<file path="config.mk">
export PLATFORM = sky130hd
export DESIGN_NAME = sfc_ctrl_regs
export DESIGN_NICKNAME = d
export VERILOG_FILES = /design/src/logic/sfc_spi_slave.v /design/src/logic/sfc_ctrl_regs.v
export VERILOG_INCLUDE_DIRS = /design/src /design/src/include
export SDC_FILE = /design/constraint.sdc
export NUM_CORES = 1
export LEC_CHECK = 0
export ABC_AREA = 1
export BUFFER_PORTS_ARGS = -buffer_cell sky130_fd_sc_hd__buf_2
export CELL_PAD_IN_SITES_DETAIL_PLACEMENT = 1
export CELL_PAD_IN_SITES_GLOBAL_PLACEMENT = 1
export CORE_AREA = 5 5 139 141
export CTS_CLUSTER_DIAMETER = 80
export DETAILED_ROUTE_END_ITERATION = 10
export DIE_AREA = 0 0 144 146
export GPL_TIMING_DRIVEN = 0
export PLACE_DENSITY_LB_ADDON = 0.08
export SLEW_MARGIN = 20
export SYNTH_ARGS = -nofsm -noshare
export SYNTH_HDL_FRONTEND = slang
export SYNTH_SLANG_ARGS = --single-unit
</file>
<file path="constraint.sdc">
create_clock -name mclk -period 3.44 [get_ports mclk]
set_clock_uncertainty 0.05 [all_clocks]
set_input_delay 0.172 -clock mclk [delete_from_list [all_inputs] [get_ports mclk]]
set_output_delay 0.172 -clock mclk [all_outputs]
set_load 0.05 [all_outputs]
</file>
<file path="src/include/sfc_consts.vh">
// Constants for the fractional synthesizer control register slice
`ifndef SFC_CONSTS_VH
`define SFC_CONSTS_VH

// ----------------------------------------------------------------
// Serial frame layout
// ----------------------------------------------------------------
`define SFC_FRAME_BITS 5'h18
`define SFC_HDR_LAST 5'h0F
`define SFC_FRAME_LAST 5'h17
`define SFC_ADDR_W 15
`define SFC_SYNC_STAGES 3

// ----------------------------------------------------------------
// Register offsets
// ----------------------------------------------------------------
`define SFC_OFF_INTEGER_WORD 15'h0010
`define SFC_OFF_FRACTION_MIX 15'h0017
`define SFC_OFF_SECOND_FRACTION_HIGH 15'h0018
`define SFC_OFF_SECOND_MODULUS_LOW 15'h0019
`define SFC_OFF_SECOND_MODULUS_HIGH 15'h001A
`define SFC_OFF_SEED_WORD_LOW 15'h001B
`define SFC_OFF_SEED_WORD_MID 15'h001C
`define SFC_OFF_SEED_WORD_HIGH 15'h001D
`define SFC_OFF_LOOP_CONTROL 15'h001E
`define SFC_BANK_BASE 15'h0017
`define SFC_BANK_LAST 15'h001E
`define SFC_BANK_SIZE 8

// ----------------------------------------------------------------
// Reset values
// ----------------------------------------------------------------
`define SFC_RST_BYTE 8'h00
`define SFC_RST_FRACTION 14'h0000
`define SFC_RST_NONE_READ 8'h00

// ----------------------------------------------------------------
// Field positions
// ----------------------------------------------------------------
`define SFC_FRAC_LOW_HI 7
`define SFC_FRAC_LOW_LO 1
`define SFC_FRAC_HIGH_HI 6
`define SFC_MOD_HIGH_HI 5
`define SFC_PUMP_HI 7
`define SFC_PUMP_LO 4
`define SFC_POL_BIT 3
`define SFC_PD_BIT 2
`define SFC_HOLD_BIT 0

`endif

</file>
<file path="src/logic/sfc_spi_slave.v">
// Serial port slave: pin synchronisers, frame shifter, read-back driver
`timescale 1ns/1ps
`include "sfc_consts.vh"

module sfc_spi_slave (
    // Clock and reset
    input wire mclk,
    input wire rstn,
    input wire ce,
    // Serial pins
    input wire spi_sclk,
    input wire spi_cs_n,
    input wire spi_sdi,
    output reg spi_sdo_q,
    output reg spi_sdo_oe_q,
    // Register side
    output reg wr_stb_q,
    output reg [14:0] wr_addr_q,
    output reg [7:0] wr_data_q,
    output reg [14:0] rd_addr_q,
    input wire [7:0] rd_data
);

    // ----------------------------------------------------------------
    // Pin synchronisers
    // ----------------------------------------------------------------
    wire [2:0] pin_raw;
    wire [2:0] pin_f;
    // Idle levels of sclk, cs_n and sdi; reset to these so no false edge follows reset
    localparam [2:0] pin_idle = 3'h2;
    assign pin_raw = {spi_sclk, spi_cs_n, spi_sdi};

    genvar gi;
    generate
        for (gi = 0; gi < 3; gi = gi + 1)
        begin : g_sync
            reg s1_q;
            reg s2_q;
            reg s3_q;
            reg filt_q;
            // Three stages; a change counts once stages two and three agree
            always @(posedge mclk or negedge rstn)
            begin
                if (!rstn)
                begin
                    s1_q <= pin_idle[gi];
                    s2_q <= pin_idle[gi];
                    s3_q <= pin_idle[gi];
                    filt_q <= pin_idle[gi];
                end
                else if (ce)
                begin
                    s1_q <= pin_raw[gi];
                    s2_q <= s1_q;
                    s3_q <= s2_q;
                    if (s2_q == s3_q)
                        filt_q <= s3_q;
                end
            end
            assign pin_f[gi] = filt_q;
        end
    endgenerate

    wire sclk_f;
    wire cs_n_f;
    wire sdi_f;
    assign sclk_f = pin_f[2];
    assign cs_n_f = pin_f[1];
    assign sdi_f = pin_f[0];

    // ----------------------------------------------------------------
    // Frame shifter
    // ----------------------------------------------------------------
    reg sclk_d_q;
    reg [23:0] shift_q;
    reg [4:0] count_q;
    reg reading_q;
    reg [2:0] out_idx_q;
    wire rise;
    wire fall;
    wire [23:0] shift_d;
    assign rise = sclk_f & ~sclk_d_q & ~cs_n_f;
    assign fall = ~sclk_f & sclk_d_q & ~cs_n_f;
    assign shift_d = {shift_q[22:0], sdi_f};

    // Collect read/write flag, address and data on rising clock edges
    always @(posedge mclk or negedge rstn)
    begin
        if (!rstn)
        begin
            sclk_d_q <= 1'b0;
            shift_q <= 24'h00_0000;
            count_q <= 5'h00;
            reading_q <= 1'b0;
            out_idx_q <= 3'h0;
            wr_stb_q <= 1'b0;
            wr_addr_q <= 15'h0000;
            wr_data_q <= 8'h00;
            rd_addr_q <= 15'h0000;
            spi_sdo_q <= 1'b0;
            spi_sdo_oe_q <= 1'b0;
        end
        else if (ce)
        begin
            sclk_d_q <= sclk_f;
            wr_stb_q <= 1'b0;
            spi_sdo_oe_q <= reading_q & ~cs_n_f;
            if (cs_n_f)
            begin
                count_q <= 5'h00;
                reading_q <= 1'b0;
                out_idx_q <= 3'h0;
            end
            else if (rise && count_q < `SFC_FRAME_BITS)
            begin
                shift_q <= shift_d;
                count_q <= count_q + 5'h01;
                if (count_q == `SFC_HDR_LAST)
                begin
                    reading_q <= shift_d[15];
                    rd_addr_q <= shift_d[14:0];
                end
                if (count_q == `SFC_FRAME_LAST && !reading_q)
                begin
                    wr_stb_q <= 1'b1;
                    wr_addr_q <= shift_d[22:8];
                    wr_data_q <= shift_d[7:0];
                end
            end
            // Read data leaves MSB first on falling edges
            if (fall && reading_q)
            begin
                spi_sdo_q <= rd_data[3'h7 - out_idx_q];
                out_idx_q <= out_idx_q + 3'h1;
            end
        end
    end

endmodule // sfc_spi_slave

</file>
<file path="src/logic/sfc_ctrl_regs.v">
// Control register slice of the fractional-N synthesizer
`timescale 1ns/1ps
`include "sfc_consts.vh"
//
// Contract
// - Register 0x018 bits 6:0 hold second fraction bits 13:7; bit 7 reserved.
// - Second modulus from 0x019 low byte and 0x01A bits 5:0.
// - Pump current code in 0x01E bits 7:4, 0.35 mA steps.
// - Bit 3 of 0x01E sets detector polarity; 1 positive, 0 negative.
// - Bit 2 of 0x01E powers down loop blocks only.
// - Power-down never clears stored register contents.
// - Bit 0 of 0x01E holds both divider counters in reset.
// - No divider edges reach the detector while counters are held.
// - Registers 0x018 through 0x01E reset to 0x00.
// - Fraction and modulus take effect only on a 0x010 write.
// - Register 0x017 bits 7:1 hold second fraction bits 6:0.

module sfc_ctrl_regs (
    // Clock, enable and reset
    input wire mclk,
    input wire rstn,
    input wire ce,
    // Serial port pins
    input wire spi_sclk,
    input wire spi_cs_n,
    input wire spi_sdi,
    output wire spi_sdo,
    output wire spi_sdo_oe,
    // Divider edges in
    input wire fb_div_edge,
    input wire ref_div_edge,
    // Divider edges to the phase detector
    output reg pfd_fb_edge_q,
    output reg pfd_ref_edge_q,
    // Applied divide ratio fractions
    output reg [13:0] second_fraction_q,
    output reg [13:0] second_modulus_q,
    output reg apply_stb_q,
    // Loop settings
    output reg [23:0] phase_seed_q,
    output reg [3:0] pump_current_code_q,
    output reg detector_polarity_q,
    output reg synth_power_down_q,
    output reg divider_hold_q,
    output reg first_fraction_top_q
);

    // ----------------------------------------------------------------
    // Serial port
    // ----------------------------------------------------------------
    wire wr_stb;
    wire [14:0] wr_addr;
    wire [7:0] wr_data;
    wire [14:0] rd_addr;
    reg [7:0] rd_data;

    sfc_spi_slave u_spi (
        .mclk(mclk),
        .rstn(rstn),
        .ce(ce),
        .spi_sclk(spi_sclk),
        .spi_cs_n(spi_cs_n),
        .spi_sdi(spi_sdi),
        .spi_sdo_q(spi_sdo),
        .spi_sdo_oe_q(spi_sdo_oe),
        .wr_stb_q(wr_stb),
        .wr_addr_q(wr_addr),
        .wr_data_q(wr_data),
        .rd_addr_q(rd_addr),
        .rd_data(rd_data)
    );

    // ----------------------------------------------------------------
    // Address decode
    // ----------------------------------------------------------------
    // True when the address falls inside the held bank
    function in_bank;
        input [14:0] addr;
        begin
            in_bank = (addr >= `SFC_BANK_BASE) && (addr <= `SFC_BANK_LAST);
        end
    endfunction

    // Bank slot of an address inside the bank
    function [2:0] bank_slot;
        input [14:0] addr;
        reg [14:0] diff;
        begin
            diff = addr - `SFC_BANK_BASE;
            bank_slot = diff[2:0];
        end
    endfunction

    // ----------------------------------------------------------------
    // Register bank 0x017..0x01E
    // ----------------------------------------------------------------
    wire [7:0] bank [0:`SFC_BANK_SIZE-1];

    genvar gi;
    generate
        for (gi = 0; gi < `SFC_BANK_SIZE; gi = gi + 1)
        begin : g_bank
            reg [7:0] byte_q;
            // Byte register; nothing but a host write changes it
            always @(posedge mclk or negedge rstn)
            begin
                if (!rstn)
                    byte_q <= `SFC_RST_BYTE;
                else if (ce && wr_stb && in_bank(wr_addr) && bank_slot(wr_addr) == gi)
                    byte_q <= wr_data;
            end
            assign bank[gi] = byte_q;
        end
    endgenerate

    wire [7:0] reg_frac_mix;
    wire [7:0] reg_frac_high;
    wire [7:0] reg_mod_low;
    wire [7:0] reg_mod_high;
    wire [7:0] reg_seed_low;
    wire [7:0] reg_seed_mid;
    wire [7:0] reg_seed_high;
    wire [7:0] reg_loop;
    assign reg_frac_mix = bank[0];
    assign reg_frac_high = bank[1];
    assign reg_mod_low = bank[2];
    assign reg_mod_high = bank[3];
    assign reg_seed_low = bank[4];
    assign reg_seed_mid = bank[5];
    assign reg_seed_high = bank[6];
    assign reg_loop = bank[7];

    // Read-back: held bytes, all other addresses read zero
    always @*
    begin
        if (in_bank(rd_addr))
            rd_data = bank[bank_slot(rd_addr)];
        else
            rd_data = `SFC_RST_NONE_READ;
    end

    // ----------------------------------------------------------------
    // Staged fraction and modulus
    // ----------------------------------------------------------------
    wire [13:0] staged_fraction;
    wire [13:0] staged_modulus;
    wire integer_write;
    // Upper bits from 0x018, lower bits from 0x017
    assign staged_fraction = {reg_frac_high[`SFC_FRAC_HIGH_HI:0],
                              reg_frac_mix[`SFC_FRAC_LOW_HI:`SFC_FRAC_LOW_LO]};
    // Upper six bits from 0x01A, low byte from 0x019
    assign staged_modulus = {reg_mod_high[`SFC_MOD_HIGH_HI:0], reg_mod_low};
    assign integer_write = wr_stb && (wr_addr == `SFC_OFF_INTEGER_WORD);

    // Apply staged values only when the integer word is written
    always @(posedge mclk or negedge rstn)
    begin
        if (!rstn)
        begin
            second_fraction_q <= `SFC_RST_FRACTION;
            second_modulus_q <= `SFC_RST_FRACTION;
            apply_stb_q <= 1'b0;
        end
        else if (ce)
        begin
            apply_stb_q <= integer_write;
            if (integer_write)
            begin
                second_fraction_q <= staged_fraction;
                second_modulus_q <= staged_modulus;
            end
        end
    end

    // ----------------------------------------------------------------
    // Loop settings
    // ----------------------------------------------------------------
    // Registered copies of the direct control fields
    always @(posedge mclk or negedge rstn)
    begin
        if (!rstn)
        begin
            phase_seed_q <= 24'h00_0000;
            pump_current_code_q <= 4'h0;
            detector_polarity_q <= 1'b0;
            synth_power_down_q <= 1'b0;
            divider_hold_q <= 1'b0;
            first_fraction_top_q <= 1'b0;
        end
        else if (ce)
        begin
            phase_seed_q <= {reg_seed_high, reg_seed_mid, reg_seed_low};
            pump_current_code_q <= reg_loop[`SFC_PUMP_HI:`SFC_PUMP_LO];
            detector_polarity_q <= reg_loop[`SFC_POL_BIT];
            synth_power_down_q <= reg_loop[`SFC_PD_BIT];
            divider_hold_q <= reg_loop[`SFC_HOLD_BIT];
            first_fraction_top_q <= reg_frac_mix[0];
        end
    end

    // ----------------------------------------------------------------
    // Divider edge gate
    // ----------------------------------------------------------------
    // Edges pass only while the counters run
    always @(posedge mclk or negedge rstn)
    begin
        if (!rstn)
        begin
            pfd_fb_edge_q <= 1'b0;
            pfd_ref_edge_q <= 1'b0;
        end
        else if (ce)
        begin
            pfd_fb_edge_q <= fb_div_edge & ~reg_loop[`SFC_HOLD_BIT];
            pfd_ref_edge_q <= ref_div_edge & ~reg_loop[`SFC_HOLD_BIT];
        end
    end

endmodule // sfc_ctrl_regs

</file>
After elaboration in Yosys (flattened, before gate mapping)
Index checks and enable logic that the tools add are counted.
{"block": "totals", "ff_bits": 212}
{"block": "op_classes", "addsub": 5, "order_cmp": 7, "eq_ne": 13, "mux": 16, "bitwise_logic": 12, "reduce_logical": 32}
{"op": "$ge 15x5->1 const B", "n": 2}
{"op": "$le 15x5->1 const B", "n": 2}
{"op": "$bmux 8 s3", "n": 1}
{"op": "$mux 8", "n": 3}
{"op": "$logic_and 1x1->1", "n": 16}
{"op": "$eq 15x5->1 const B", "n": 1}
{"op": "$reduce_and 2->1", "n": 7}
{"op": "$eq 3x3->1 const B", "n": 4}
{"op": "$mux 5", "n": 2}
{"op": "$reduce_and 4->1", "n": 2}
{"op": "$and 1x1->1", "n": 7}
{"op": "$mux 1", "n": 7}
{"op": "$eq 3x2->1 const B", "n": 2}
{"op": "$mux 3", "n": 2}
{"op": "$reduce_and 3->1", "n": 2}
{"op": "$reduce_bool 2->1", "n": 3}
{"op": "$sub 3x3->3 const B", "n": 2}
{"op": "$add 5x1->5 const B", "n": 1}
{"op": "$eq 5x4->1 const B", "n": 1}
{"op": "$eq 5x5->1 const B", "n": 1}
{"op": "$lt 5x5->1 const B", "n": 1}
{"op": "$ge 4x4->1 const B", "n": 1}
{"op": "$lt 3x4->1 const B", "n": 1}
{"op": "$not 1->1", "n": 4}
{"op": "other kinds (8)", "n": 10}

Depth between registers and ports, before layout
Gate-level depths: netlist of the first run.
{"block": "logic_depth", "depth_word": 8, "ltp_mapped": 16}

Hierarchy
From an unflattened synthesis of the first run, not the netlist that was laid out.
{"block": "hier_totals", "cells_unflattened": 1134, "area_unflattened_um2": 9540.4}
{"mod": "sfc_ctrl_regs", "n_inst": 1, "cells_each": 769, "area_per_inst_um2": 6027.0, "seq_area_each_um2": 3178.0}
{"mod": "sfc_spi_slave", "n_inst": 1, "cells_each": 365, "area_per_inst_um2": 3513.4, "seq_area_each_um2": 2132.0}

Worst setup path after synthesis of the first run
OpenSTA, ideal clock, no wires.
{"block": "synth_path", "path_type": "register -> register", "from": "register u_spi.rd_addr_q[0]", "to": "register u_spi.spi_sdo_q", "arrival_ps": 2173, "path_slack_ps": 1100, "path_stages_with_launch": 16, "path_buffers": 4, "path_cell_list": "dfrtp_1 -> buf_2 -> clkinv_1 -> clkbuf_1 -> ha_1 -> clkbuf_1 -> clkbuf_1 -> nand3_1 -> nand2_1 -> nand2_1 -> nand3_1 -> nand3_1 -> nand3_1 -> nand2_1 -> nand2_1 -> nand2_1"}
{"block": "synth_between", "elab_chain_cells": 8, "word_cells_on_any_way": 11, "classes_between": "1 x add/sub; 2 x order compare; 6 x mux; 1 x bitwise; 1 x reduce/logical"}
{"item": "start: declaration", "line": "sfc_spi_slave.v:20", "text": "output reg [14:0] rd_addr_q,"}
{"item": "start signal: assignment", "line": "sfc_spi_slave.v:121", "text": "rd_addr_q <= shift_d[14:0];"}
{"item": "$sub 3x3->3 (no source line)"}
{"item": "$not 3->4 (implied by the code)", "line": "sfc_ctrl_regs.v:137", "text": "rd_data = bank[bank_slot(rd_addr)];"}
{"item": "$bmux 8 s3", "line": "sfc_ctrl_regs.v:137"}
{"item": "$mux 8 (implied by the code) (2 in series)", "line": "sfc_ctrl_regs.v:137"}
{"item": "$mux 8 (*)", "line": "sfc_ctrl_regs.v:136", "text": "if (in_bank(rd_addr))"}
{"item": "$bmux 1 s3 (*)", "line": "sfc_spi_slave.v:133", "text": "spi_sdo_q <= rd_data[3'h7 - out_idx_q];"}
{"item": "$mux 1 (implied by the code) (*)", "line": "sfc_spi_slave.v:133"}
{"item": "end signal: assignment", "line": "sfc_spi_slave.v:133"}
{"item": "end: declaration", "line": "sfc_spi_slave.v:14", "text": "output reg spi_sdo_q,"}
Every way passes the cells marked *; elsewhere a longest branch is shown, timed or not. The select of a mux whose other input is x is not followed.
A chain may end at the register's enable or synchronous reset.

Worst setup path after layout of the first run
Ends and elaborated chain as after synthesis.

==> key figures, run 1 <==
Timing
  – Slew HR: 51.45%
  – Final Cycle Share: 87.61%
  – Setup_tns: 0 ps
  – Fmax: 331.8 MHz
  – Final WS setup: 426.2 ps
  – RSZ-0062 raised after global routing: no
  – Hold Fails Final Rpt: 0
  – Slew Viols, Final: 0
  – Slew at the pin closest to its max-slew limit: 722.7 ps
  – Tmin final: 3014 ps
  – Setup-failing EPs final: 0

Pwr
  – Clock network fraction of total power: 43.8%
  – Pwr dens: 537.3 nW/um2
  – Gate power share: 6.7%
  – Int Pwr: 4.253 mW
  – Leak: 5.151 nW
  – Peak VDD IR: 0.4102 mV
  – Reg power frac: 49.5%
  – Sw Ratio: 23.53%
  – Power after layout: 5.562 mW
  – Sw Pwr: 1.308 mW

Cells and area
  – Most frequent cells in the layout: nand2_1, dfrtp_1, o21ai_0, buf_2
  – Commonest non-fill, non-tap cell in the layout: nand2_1
  – Fin util: 58.02%
  – # fillers: 2,052
  – Layout area overhead: 17.20%
  – Proportion of layout cells with a drive suffix above 1: 16.97%
  – Final instance area: 10,350 um2
  – Final nets: 1,063
  – Total inserted antenna cells: 0

Setup path
  – Reg2reg end: u_spi.spi_sdo_q
  – WP data required: 3830 ps
  – Crit Path Max Fanout: 16
  – CP Capture Type: register
  – Setup slack, reg-to-reg: 430 ps
  – R2R depth: 15
  – Worst reg2reg path startpoint: u_spi.rd_addr_q[0]
  – Critical Path Source Type: register
  – Setup CP Type: register to register
  – Crit path DAT: 3400 ps

Routing
  – Vias: 6,919
  – WL met2: 12,690 um
  – Final Routed Wirelength: 24,580 um
  – Metal-1 WL: 10,360 um
  – WL per Instance: 19.05 um
  – Met3 wire length: 968 um
  – Vias/cell: 5.364
  – Starting DRT DRC Count: 320
  – Remaining antenna violation count: 0
  – Top routing layer in use: met4
  – First-pass DRT Iterations: 5
  – DRC viols: 0

CTS
  – CTS tree: yes
  – H-tree Lvls: 1
  – Clk pin slew, worst setup/hold paths: 60 ps
  – Postcts setup bufs: 0
  – Latest clock arrival within the worst-skew pair: 500 ps
  – Root Driver: clkbuf_16
  – CTS Buf Count: 22
  – CTS sink count: 212
  – Clock buffer depth: 3

Synth
  – Fraction of registers with async set or reset after synthesis: 100.0%
  – Seq/Total Area, Yosys: 60.12%
  – Cells after synthesis: 944
  – Yosys top cell by area: dfrtp_1
  – Yosys reg bits: 212
  – Syn_nets: 959
  – Mapped cell area: 8832 um2
  – Avg Cell Area, Syn: 9.356 um2
  – Yosys warns: 0
  – Number of synthesized flops with an enable pin: 0
  – Main synth FF type: dfrtp_1
  – Top cell type's share of synthesized area: 58.93%
  – Top cells by area, synth: dfrtp_1, nand2_1, o21ai_0
  – Synth cell types: 38

Placed design
  – Detail Placement HPWL: 16,800 um
  – Number of port buffers: 72
  – Area after DPL: 9544 um2
  – Dpl ws: 160.0 ps
  – Routability congestion estimate from global placement: 0.8511

GRT
  – GRT Total Usage: 24.10%
  – Vias in the first global route: 7,468
  – First-pass GRT wire length: 40,160 um
  – Total gr overflow: 0
  – Largest net degree at the start of global routing: 100
  – Initial antenna violation count: 0

Die
  – Initial Utilization: 49.51%
  – IO Count: 73
  – Die width: 144 um
  – Core footprint: 17,840 um2
  – Die Span Y: 146 um
  – Row count: 49
  – DIE AREA: 21,020 um2

Run
  – Max_cap viols: 0

Status
  – Outcome: finished, final reports clean

Hold path
  – Hold/Removal Path Class: input port to asynchronous set/reset pin
==> flip-flops by register name (all words and copies together) (netlist names), 4 cells and up <==
register,flops
phase_seed_q,24
u_spi.shift_q,22
u_spi.rd_addr_q,15
u_spi.count_q,5
pump_current_code_q,4
u_spi.wr_addr_q,15
g_bank.byte_q,64
u_spi.wr_data_q,8
second_modulus_q,14
second_fraction_q,14
==> worst max-delay path by stage <==
stage                       start  cells past startpoint               end  slack (ps)
2_1_floorplan  u_spi.rd_addr_q[0]                     15   u_spi.spi_sdo_q        1100
3_3_place_gp                 rstn                      1  u_spi.count_q[0]       -1470
3_5_place_dp   u_spi.rd_addr_q[0]                     15   u_spi.spi_sdo_q         160
4_1_cts        u_spi.rd_addr_q[0]                     15   u_spi.spi_sdo_q         130
5_1_grt        u_spi.rd_addr_q[0]                     15   u_spi.spi_sdo_q         220
6_report       u_spi.rd_addr_q[0]                     15   u_spi.spi_sdo_q         430
==> repair_timing <==
item                                   4_1_cts  5_1_grt
endpoints found under the hold margin      115        0
resized for setup                            0        3
setup endpoints to repair                    0        1
hold buffers                                 7        0
==> logic make-up (layout without fill, tap and decap cells) <==
logic type / Yosys count / after routing / synth area share (%)
adders and majority gates: 7 / 7 / 0.9916
xor gates and xnor gates: 3 / 3 / 0.2975
and+or+nand+nor: 440 / 440 / 20.94
buffers and inverters: 103 / 220 / 4.845
muxes: 28 / 28 / 3.570
DFF: 212 / 212 / 60.12
AOI/OAI and AO/OA: 151 / 151 / 9.237
==> layout make-up <==
| cell class | instances | area, um2 | area share, % |
|---|---|---|---|
| Clock buffer | 30 | 621.8 | 6.007 |
| Sequential cell | 212 | 5310 | 51.30 |
| Inverter | 59 | 225.2 | 2.176 |
| Buffer | 43 | 203.9 | 1.970 |
| Multi-Input combinational cell | 629 | 3094 | 29.89 |
| Clock inverter | 7 | 113.9 | 1.100 |
| Timing Repair Buffer | 81 | 495.5 | 4.787 |
| Tap cell | 229 | 286.5 | 2.768 |
==> per-stage QoR <==
step / cells / hold slack, ps
2_1_floorplan: 944 / -173.6
3_3_place_gp: 1245 / 336.5
3_5_place_dp: 1247 / -27.00
4_1_cts: 1291 / 42.22
5_1_grt: 1290 / 46.90
6_report: 1290 / 51.07
==> power groups by stage <==
| stage | Sequential, mW | Clock (mW) | Combinational [mW] |
|---|---|---|---|
| after floorplan | 2.78 | 0 | 0.212 |
| after global placement | 2.79 | 0 | 0.350 |
| after detailed placement | 2.80 | 0 | 0.368 |
| after CTS | 2.75 | 2.49 | 0.385 |
| after global routing | 2.77 | 2.61 | 0.438 |
| final | 2.75 | 2.44 | 0.374 |
==> worst max-delay path: stages (launching register included) <==
cell,delay [ps]
dfrtp_1,350
buf_2,190
clkinvlp_4,340
ha_1,440
clkbuf_1,340
inv_1,250
buf_2,260
nand3_1,130
nand2_1,80
nand2_1,70
nand3_1,80
nand3_1,90
nand3_1,60
nand2_1,80
nand2_1,60
nand2_1,70
==> layer usage <==
layer,GRT usage (%),vias to the layer above
met5,0,-
met4,6.168,0
met1,31.66,3493
met2,42.18,117
li1,-,3271
met3,2.892,38
==> synthesized netlist by cell type (all sizes together) (2+ instances only) <==
cell	number
nand2	340
dfrtp	208
xnor2	2
nand4	2
nand3	63
clkbuf	22
inv	58
buf	22
a22o	3
dfstp	4
o22ai	4
nor2	26
nor3	4
mux2	28
o21ai	140
ha	7
(Power assumes the default switching activity.)
==> inputs of run 2 (changes only) <==
--- a/config.mk
+++ b/config.mk
@@ -7,13 +7,13 @@
 export NUM_CORES = 1
 export LEC_CHECK = 0
 export ABC_AREA = 1
-export BUFFER_PORTS_ARGS = -buffer_cell sky130_fd_sc_hd__buf_2
 export CELL_PAD_IN_SITES_DETAIL_PLACEMENT = 1
 export CELL_PAD_IN_SITES_GLOBAL_PLACEMENT = 1
-export CORE_AREA = 5 5 139 141
+export CORE_AREA = 5 5 136 138
 export CTS_CLUSTER_DIAMETER = 80
 export DETAILED_ROUTE_END_ITERATION = 10
-export DIE_AREA = 0 0 144 146
+export DIE_AREA = 0 0 141 143
+export DONT_BUFFER_PORTS = 1
 export GPL_TIMING_DRIVEN = 0
 export PLACE_DENSITY_LB_ADDON = 0.08
 export SLEW_MARGIN = 20
==> key figures, run 2 (synthesis gave the netlist of run 1 again) <==
Die
  – Die Span Y: 143 um
  – DIE AREA: 20,160 um2
  – Row count: 48
  – IO Count: 73
  – Die width: 141 um
  – Initial Utilization: 51.78%
  – Core footprint: 17,060 um2

Placed design
  – Detail Placement HPWL: 16,860 um
  – Dpl ws: 187.2 ps
  – Number of port buffers: 0
  – Placed Cells: 1,169
  – Routability congestion estimate from global placement: 0.8965
  – Area after DPL: 9114 um2

Cells and area
  – Max FFs per register: 64
  – Most frequent cells in the layout: nand2_1, dfrtp_1, o21ai_0, inv_1, nand3_1
  – Fin util: 57.83%
  – Final instance area: 9863 um2
  – Non-Filler Instances: 1,213
  – Top flop regs: g_bank.byte_q x64, phase_seed_q x24, u_spi.shift_q x22
  – Commonest non-fill, non-tap cell in the layout: nand2_1
  – Proportion of layout cells with a drive suffix above 1: 10.32%
  – Layout area overhead: 11.67%
  – Total inserted antenna cells: 0
  – Final nets: 989
  – Top reg by flops: g_bank.byte_q

Status
  – Outcome: complete, but fails checks
  – Failing checks: hold timing

GRT
  – Vias in the first global route: 7,466
  – Total gr overflow: 0
  – First-pass GRT wire length: 40,220 um
  – GRT Total Usage: 24.97%
  – Initial antenna violation count: 0
  – Largest net degree at the start of global routing: 213

Pwr
  – Leak: 4.701 nW
  – Pwr dens: 544.5 nW/um2
  – Power after layout: 5.370 mW
  – Peak VDD IR: 0.4525 mV

Setup path
  – Critical Path Source Type: register
  – CP max stage delay: 450 ps
  – CP most frequent cell: nand2_1
  – R2R depth: 15
  – Worst Path Buf+Inv: 5
  – CP top delay family: buffers and inverters
  – Worst-path cell chain: buf_2 > clkinvlp_4 > ha_1 > clkbuf_1 > inv_1 > buf_2 > nand3_1 > nand3_1 > nand3_1 > nand2_1 > nand2_1 > nand3_1 > nand2_1 > nand2_1 > nand2_1
  – Reg2reg end: u_spi.spi_sdo_q
  – CP Capture Type: register
  – Critical path's slowest cell: ha_1
  – Worst reg2reg path startpoint: u_spi.rd_addr_q[0]
  – Crit path DAT: 3420 ps
  – Setup slack, reg-to-reg: 430 ps
  – WP data required: 3840 ps
  – Crit Path Max Fanout: 16
  – Setup CP Type: register to register

Timing
  – Hold_ws: -679.1 ps
  – Final WS setup: 425.3 ps
  – Slew at the pin closest to its max-slew limit: 765.1 ps
  – Setup-failing EPs final: 0
  – Slew HR: 48.60%
  – Setup_tns: 0 ps
  – Tmin final: 3015 ps
  – Slew Viols, Final: 0
  – Fmax: 331.7 MHz
  – Hold Fails Final Rpt: 212
  – RSZ-0062 raised after global routing: no
  – Final Cycle Share: 87.64%

Routing
  – First-pass DRT Iterations: 5
  – Remaining antenna violation count: 0
  – Vias/cell: 5.569
  – DRC viols: 0
  – Final Routed Wirelength: 24,360 um
  – Starting DRT DRC Count: 368
  – WL per Instance: 20.08 um
  – Vias: 6,755

CTS
  – Post-CTS Hold Fix Bufs: 6
  – Root Driver: clkbuf_16
  – Latest clock arrival within the worst-skew pair: 500 ps
  – CTS tree: yes
  – Clk pin slew, worst setup/hold paths: 70 ps
  – CTS sink count: 212
  – Clock buffer depth: 3
  – CTS Buf Count: 23
  – H-tree Lvls: 1

Hold path
  – Hold/Removal Path Class: input port to asynchronous set/reset pin

Run
  – Max_cap viols: 0
run 2: routing by layer:
metal  GRT usage [%]  wire length (um)  vias up
li1                -                 -     3116
met1           31.56             10000     3432
met2           44.76             12600      153
met3           3.751              1069       54
met4           7.343               692        0
met5               0                 0        -
run 2: final cells by class:
type,instances,area [um2]
clock inverter,3,43.79
fill,1953,7193
inverter,59,225.2
tap,225,281.5
buffer,43,203.9
clock buffer,36,644.4
sequential,212,5310
timing repair buffer,6,60.06
multi-input combinational,629,3094
run 2: repair_timing:
item,in CTS,in global routing
resized for setup,0,3
endpoints found under the hold margin,221,212
setup buffers,0,0
endpoints found under the setup margin,0,1
run 2: report_power, final:
| part | total [mW] | switching [mW] | leakage [nW] | internal [mW] |
|---|---|---|---|---|
| clock network | 2.30 | 0.949 | 0.333 | 1.36 |
| logic | 0.299 | 0.203 | 1.47 | 0.0960 |
| registers | 2.77 | 0.108 | 2.90 | 2.66 |
run 2: how the worst max path moves through the flow:
stage	start	to	cells past startpoint
detailed placement	u_spi.rd_addr_q[0]	u_spi.spi_sdo_q	15
CTS	u_spi.rd_addr_q[0]	u_spi.spi_sdo_q	15
finish	u_spi.rd_addr_q[0]	u_spi.spi_sdo_q	15
global placement	u_spi.rd_addr_q[0]	u_spi.spi_sdo_q	15
global route	u_spi.rd_addr_q[0]	u_spi.spi_sdo_q	15
floorplan	u_spi.rd_addr_q[0]	u_spi.spi_sdo_q	15
run 2: worst register-to-register path, stage by stage, from the launching register on:
cell	delay (ps)
dfrtp_1	350
buf_2	210
clkinvlp_4	370
ha_1	460
clkbuf_1	330
inv_1	240
buf_2	250
nand3_1	130
nand3_1	90
nand3_1	110
nand2_1	70
nand2_1	60
nand3_1	70
nand2_1	80
nand2_1	50
nand2_1	50
==> inputs of run 3 (changes only) <==
--- a/config.mk
+++ b/config.mk
@@ -6,13 +6,12 @@
 export SDC_FILE = /design/constraint.sdc
 export NUM_CORES = 1
 export LEC_CHECK = 0
-export ABC_AREA = 1
 export CELL_PAD_IN_SITES_DETAIL_PLACEMENT = 1
 export CELL_PAD_IN_SITES_GLOBAL_PLACEMENT = 1
-export CORE_AREA = 5 5 136 138
+export CORE_AREA = 5 5 131 133
 export CTS_CLUSTER_DIAMETER = 80
 export DETAILED_ROUTE_END_ITERATION = 10
-export DIE_AREA = 0 0 141 143
+export DIE_AREA = 0 0 136 138
 export DONT_BUFFER_PORTS = 1
 export GPL_TIMING_DRIVEN = 0
 export PLACE_DENSITY_LB_ADDON = 0.08
==> key figures, run 3 <==
Routing
  – DRC viols: 0
  – First-pass DRT Iterations: 4
  – WL per Instance: 24.00 um
  – Starting DRT DRC Count: 283
  – Final Routed Wirelength: 21,140 um
  – Remaining antenna violation count: 0
  – Vias: 5,220
  – Vias/cell: 5.925

Timing
  – Fmax: 316.4 MHz
  – Tmin final: 3161 ps
  – Slew Viols, Final: 0
  – Final WS setup: 279.3 ps
  – Final Cycle Share: 91.88%
  – Slew HR: 49.18%
  – RSZ-0062 raised after global routing: no
  – Slew at the pin closest to its max-slew limit: 759.0 ps
  – Setup-failing EPs final: 0
  – Hold_ws: -681.7 ps
  – Hold Fails Final Rpt: 212

Cells and area
  – Max FFs per register: 64
  – Most frequent cells in the layout: dfrtp_1, mux2_2, nand2_1, clkbuf_16, o21ai_0
  – Top flop regs: g_bank.byte_q x64, phase_seed_q x24, u_spi.shift_q x22
  – Fin util: 63.34%
  – # fillers: 1,459
  – Top reg by flops: g_bank.byte_q
  – Final instance area: 9952 um2
  – Total inserted antenna cells: 0
  – Non-Filler Instances: 881
  – Layout area overhead: 12.30%
  – Final nets: 666
  – Proportion of layout cells with a drive suffix above 1: 37.14%
  – Commonest non-fill, non-tap cell in the layout: dfrtp_1

Placed design
  – Number of port buffers: 0
  – Dpl ws: -98.36 ps
  – Routability congestion estimate from global placement: 0.8185
  – Placed Cells: 838
  – Area after DPL: 9133 um2
  – Detail Placement HPWL: 13,830 um

CTS
  – Postcts setup bufs: 0
  – Latest clock arrival within the worst-skew pair: 510 ps
  – Post-CTS Resized: 0
  – CTS Buf Count: 22
  – Clock buffer depth: 3
  – CTS sink count: 212
  – CTS tree: yes
  – H-tree Lvls: 1
  – Clk pin slew, worst setup/hold paths: 60 ps
  – Post-CTS Hold Fix Bufs: 6
  – Root Driver: clkbuf_16

Setup path
  – CP Capture Type: register
  – Crit path from: u_spi.rd_addr_q[0]
  – Worst reg2reg path startpoint: u_spi.rd_addr_q[0]
  – Crit path DAT: 3500 ps
  – Setup CP Type: register to register
  – Crit Path Max Fanout: 16
  – WP data required: 3780 ps
  – Critical Path Source Type: register

Synth
  – Main synth FF type: dfrtp_1
  – Top cell type's share of synthesized area: 58.73%
  – Yosys warns: 0
  – Number of synthesized flops with an enable pin: 0
  – Count leader, synth: dfrtp_1
  – Seq/Total Area, Yosys: 59.92%
  – Post-synth top cells: dfrtp_1, mux2_2, nand2_1, o21ai_0, mux4_2
  – Yosys top cell by area: dfrtp_1
  – Avg Cell Area, Syn: 14.25 um2
  – Mapped cell area: 8862 um2
  – Cells after synthesis: 622
  – Yosys reg bits: 212
  – Syn_nets: 637
  – Top cells by area, synth: dfrtp_1, mux2_2, mux4_2
  – Fraction of registers with async set or reset after synthesis: 100.0%
  – Synth cell types: 42

Die
  – Row count: 46
  – IO Count: 73
  – Die Span Y: 138 um
  – DIE AREA: 18,770 um2
  – Core footprint: 15,710 um2
  – Initial Utilization: 56.40%
  – Die width: 136 um

GRT
  – Largest net degree at the start of global routing: 213
  – GRT Total Usage: 23.18%
  – Total gr overflow: 0
  – Vias in the first global route: 5,870
  – Initial antenna violation count: 0
  – First-pass GRT wire length: 34,300 um

Status
  – Failing checks: hold timing
  – Outcome: complete, but fails checks

Pwr
  – Pwr dens: 537.6 nW/um2
  – Peak VDD IR: 0.4421 mV
  – Leak: 4.999 nW

Hold path
  – Hold/Removal Path Class: input port to asynchronous set/reset pin

Run
  – Max_cap viols: 0
## run 3: cell types whose count changed after synthesis, sizes merged, moves of 4 or more
cell    before  now
nand2      340   83
mux2        28  167
o21ai      140   19
nand3       63    8
inv         58   11
nor2        26    7
mux4         0   16
clkbuf      22   11
mux2i        0    9
a21oi        0    6
and2         0    4
nor4b        0    4
o22ai        4    0
## run 3: where the power goes
group | total [mW] | internal [mW] | switching (mW) | leakage [nW]
Sequential | 2.68 | 2.58 | 0.0998 | 2.91
Combinational | 0.207 | 0.0743 | 0.133 | 1.72
Clock | 2.47 | 1.51 | 0.958 | 0.373
Total | 5.35 | 4.16 | 1.19 | 5.00
## run 3: cell families (layout without fill, tap and decap cells)
kind of cell	count (synthesis)	count (layout)	share of synthesized area [%]
DFF	212	212	59.92
muxes	192	192	26.30
and+or+nand+nor	128	128	7.158
buffers and inverters	42	85	2.485
AOI/OAI and AO/OA	37	37	2.753
adders and majority gates	7	7	0.9882
xor gates and xnor gates	4	4	0.3954
## run 3: critical path, cell delays in order (launching register included)
cell and delay, ps:
dfrtp_1 360, buf_2 330, buf_2 440, inv_1 130
ha_1 300, buf_2 420, mux4_2 440, mux2i_1 260
a22oi_1 130, nand4_1 100, nand3_1 80
## run 3: cell type report
class	count	area (um2)	share of cell area [%]
Clock buffer	31	634.4	6.374
Buffer	30	175.2	1.760
Tap cell	216	270.3	2.716
Inverter	11	41.29	0.4149
Timing Repair Buffer	6	60.06	0.6035
Clock inverter	7	121.4	1.220
Sequential cell	212	5310	53.36
Multi-Input combinational cell	368	3339	33.56
## run 3: metal layers
metal  vias up  part of all wire, %  wire, um  global-route usage, %
met3        30                  6.0      1260                  3.774
met2       117                   51     10780                  39.79
met5         -                    0         0                      0
met1      2805                   41      8720                  31.12
li1       2268                    -         -                      -
met4         0                  1.8       386                  5.146
## run 3: final timing paths
kind | to | slack [ps] | cells after the start
setup / recovery | u_spi.spi_sdo_q | 280 | 10
hold / removal | divider_hold_q | -680 | 0
setup reg to reg | u_spi.spi_sdo_q | 280 | 10
hold reg to reg | u_spi.g_sync[1].s3_q | 430 | 2
max in group asynchronous | u_spi.shift_q[14] | 3600 | 0
min in group mclk | u_spi.spi_sdo_oe_q | 160 | 2
## run 3: metrics by stage
step	power [mW]	setup TNS [ps]	hold slack [ps]
after floorplan	2.829	0	-173.6
after global placement	2.889	-109.9	-168.0
after detailed placement	2.919	-98.36	-167.1
after CTS	5.407	0	-702.0
after global routing	5.541	0	-701.3
final	5.350	0	-681.7
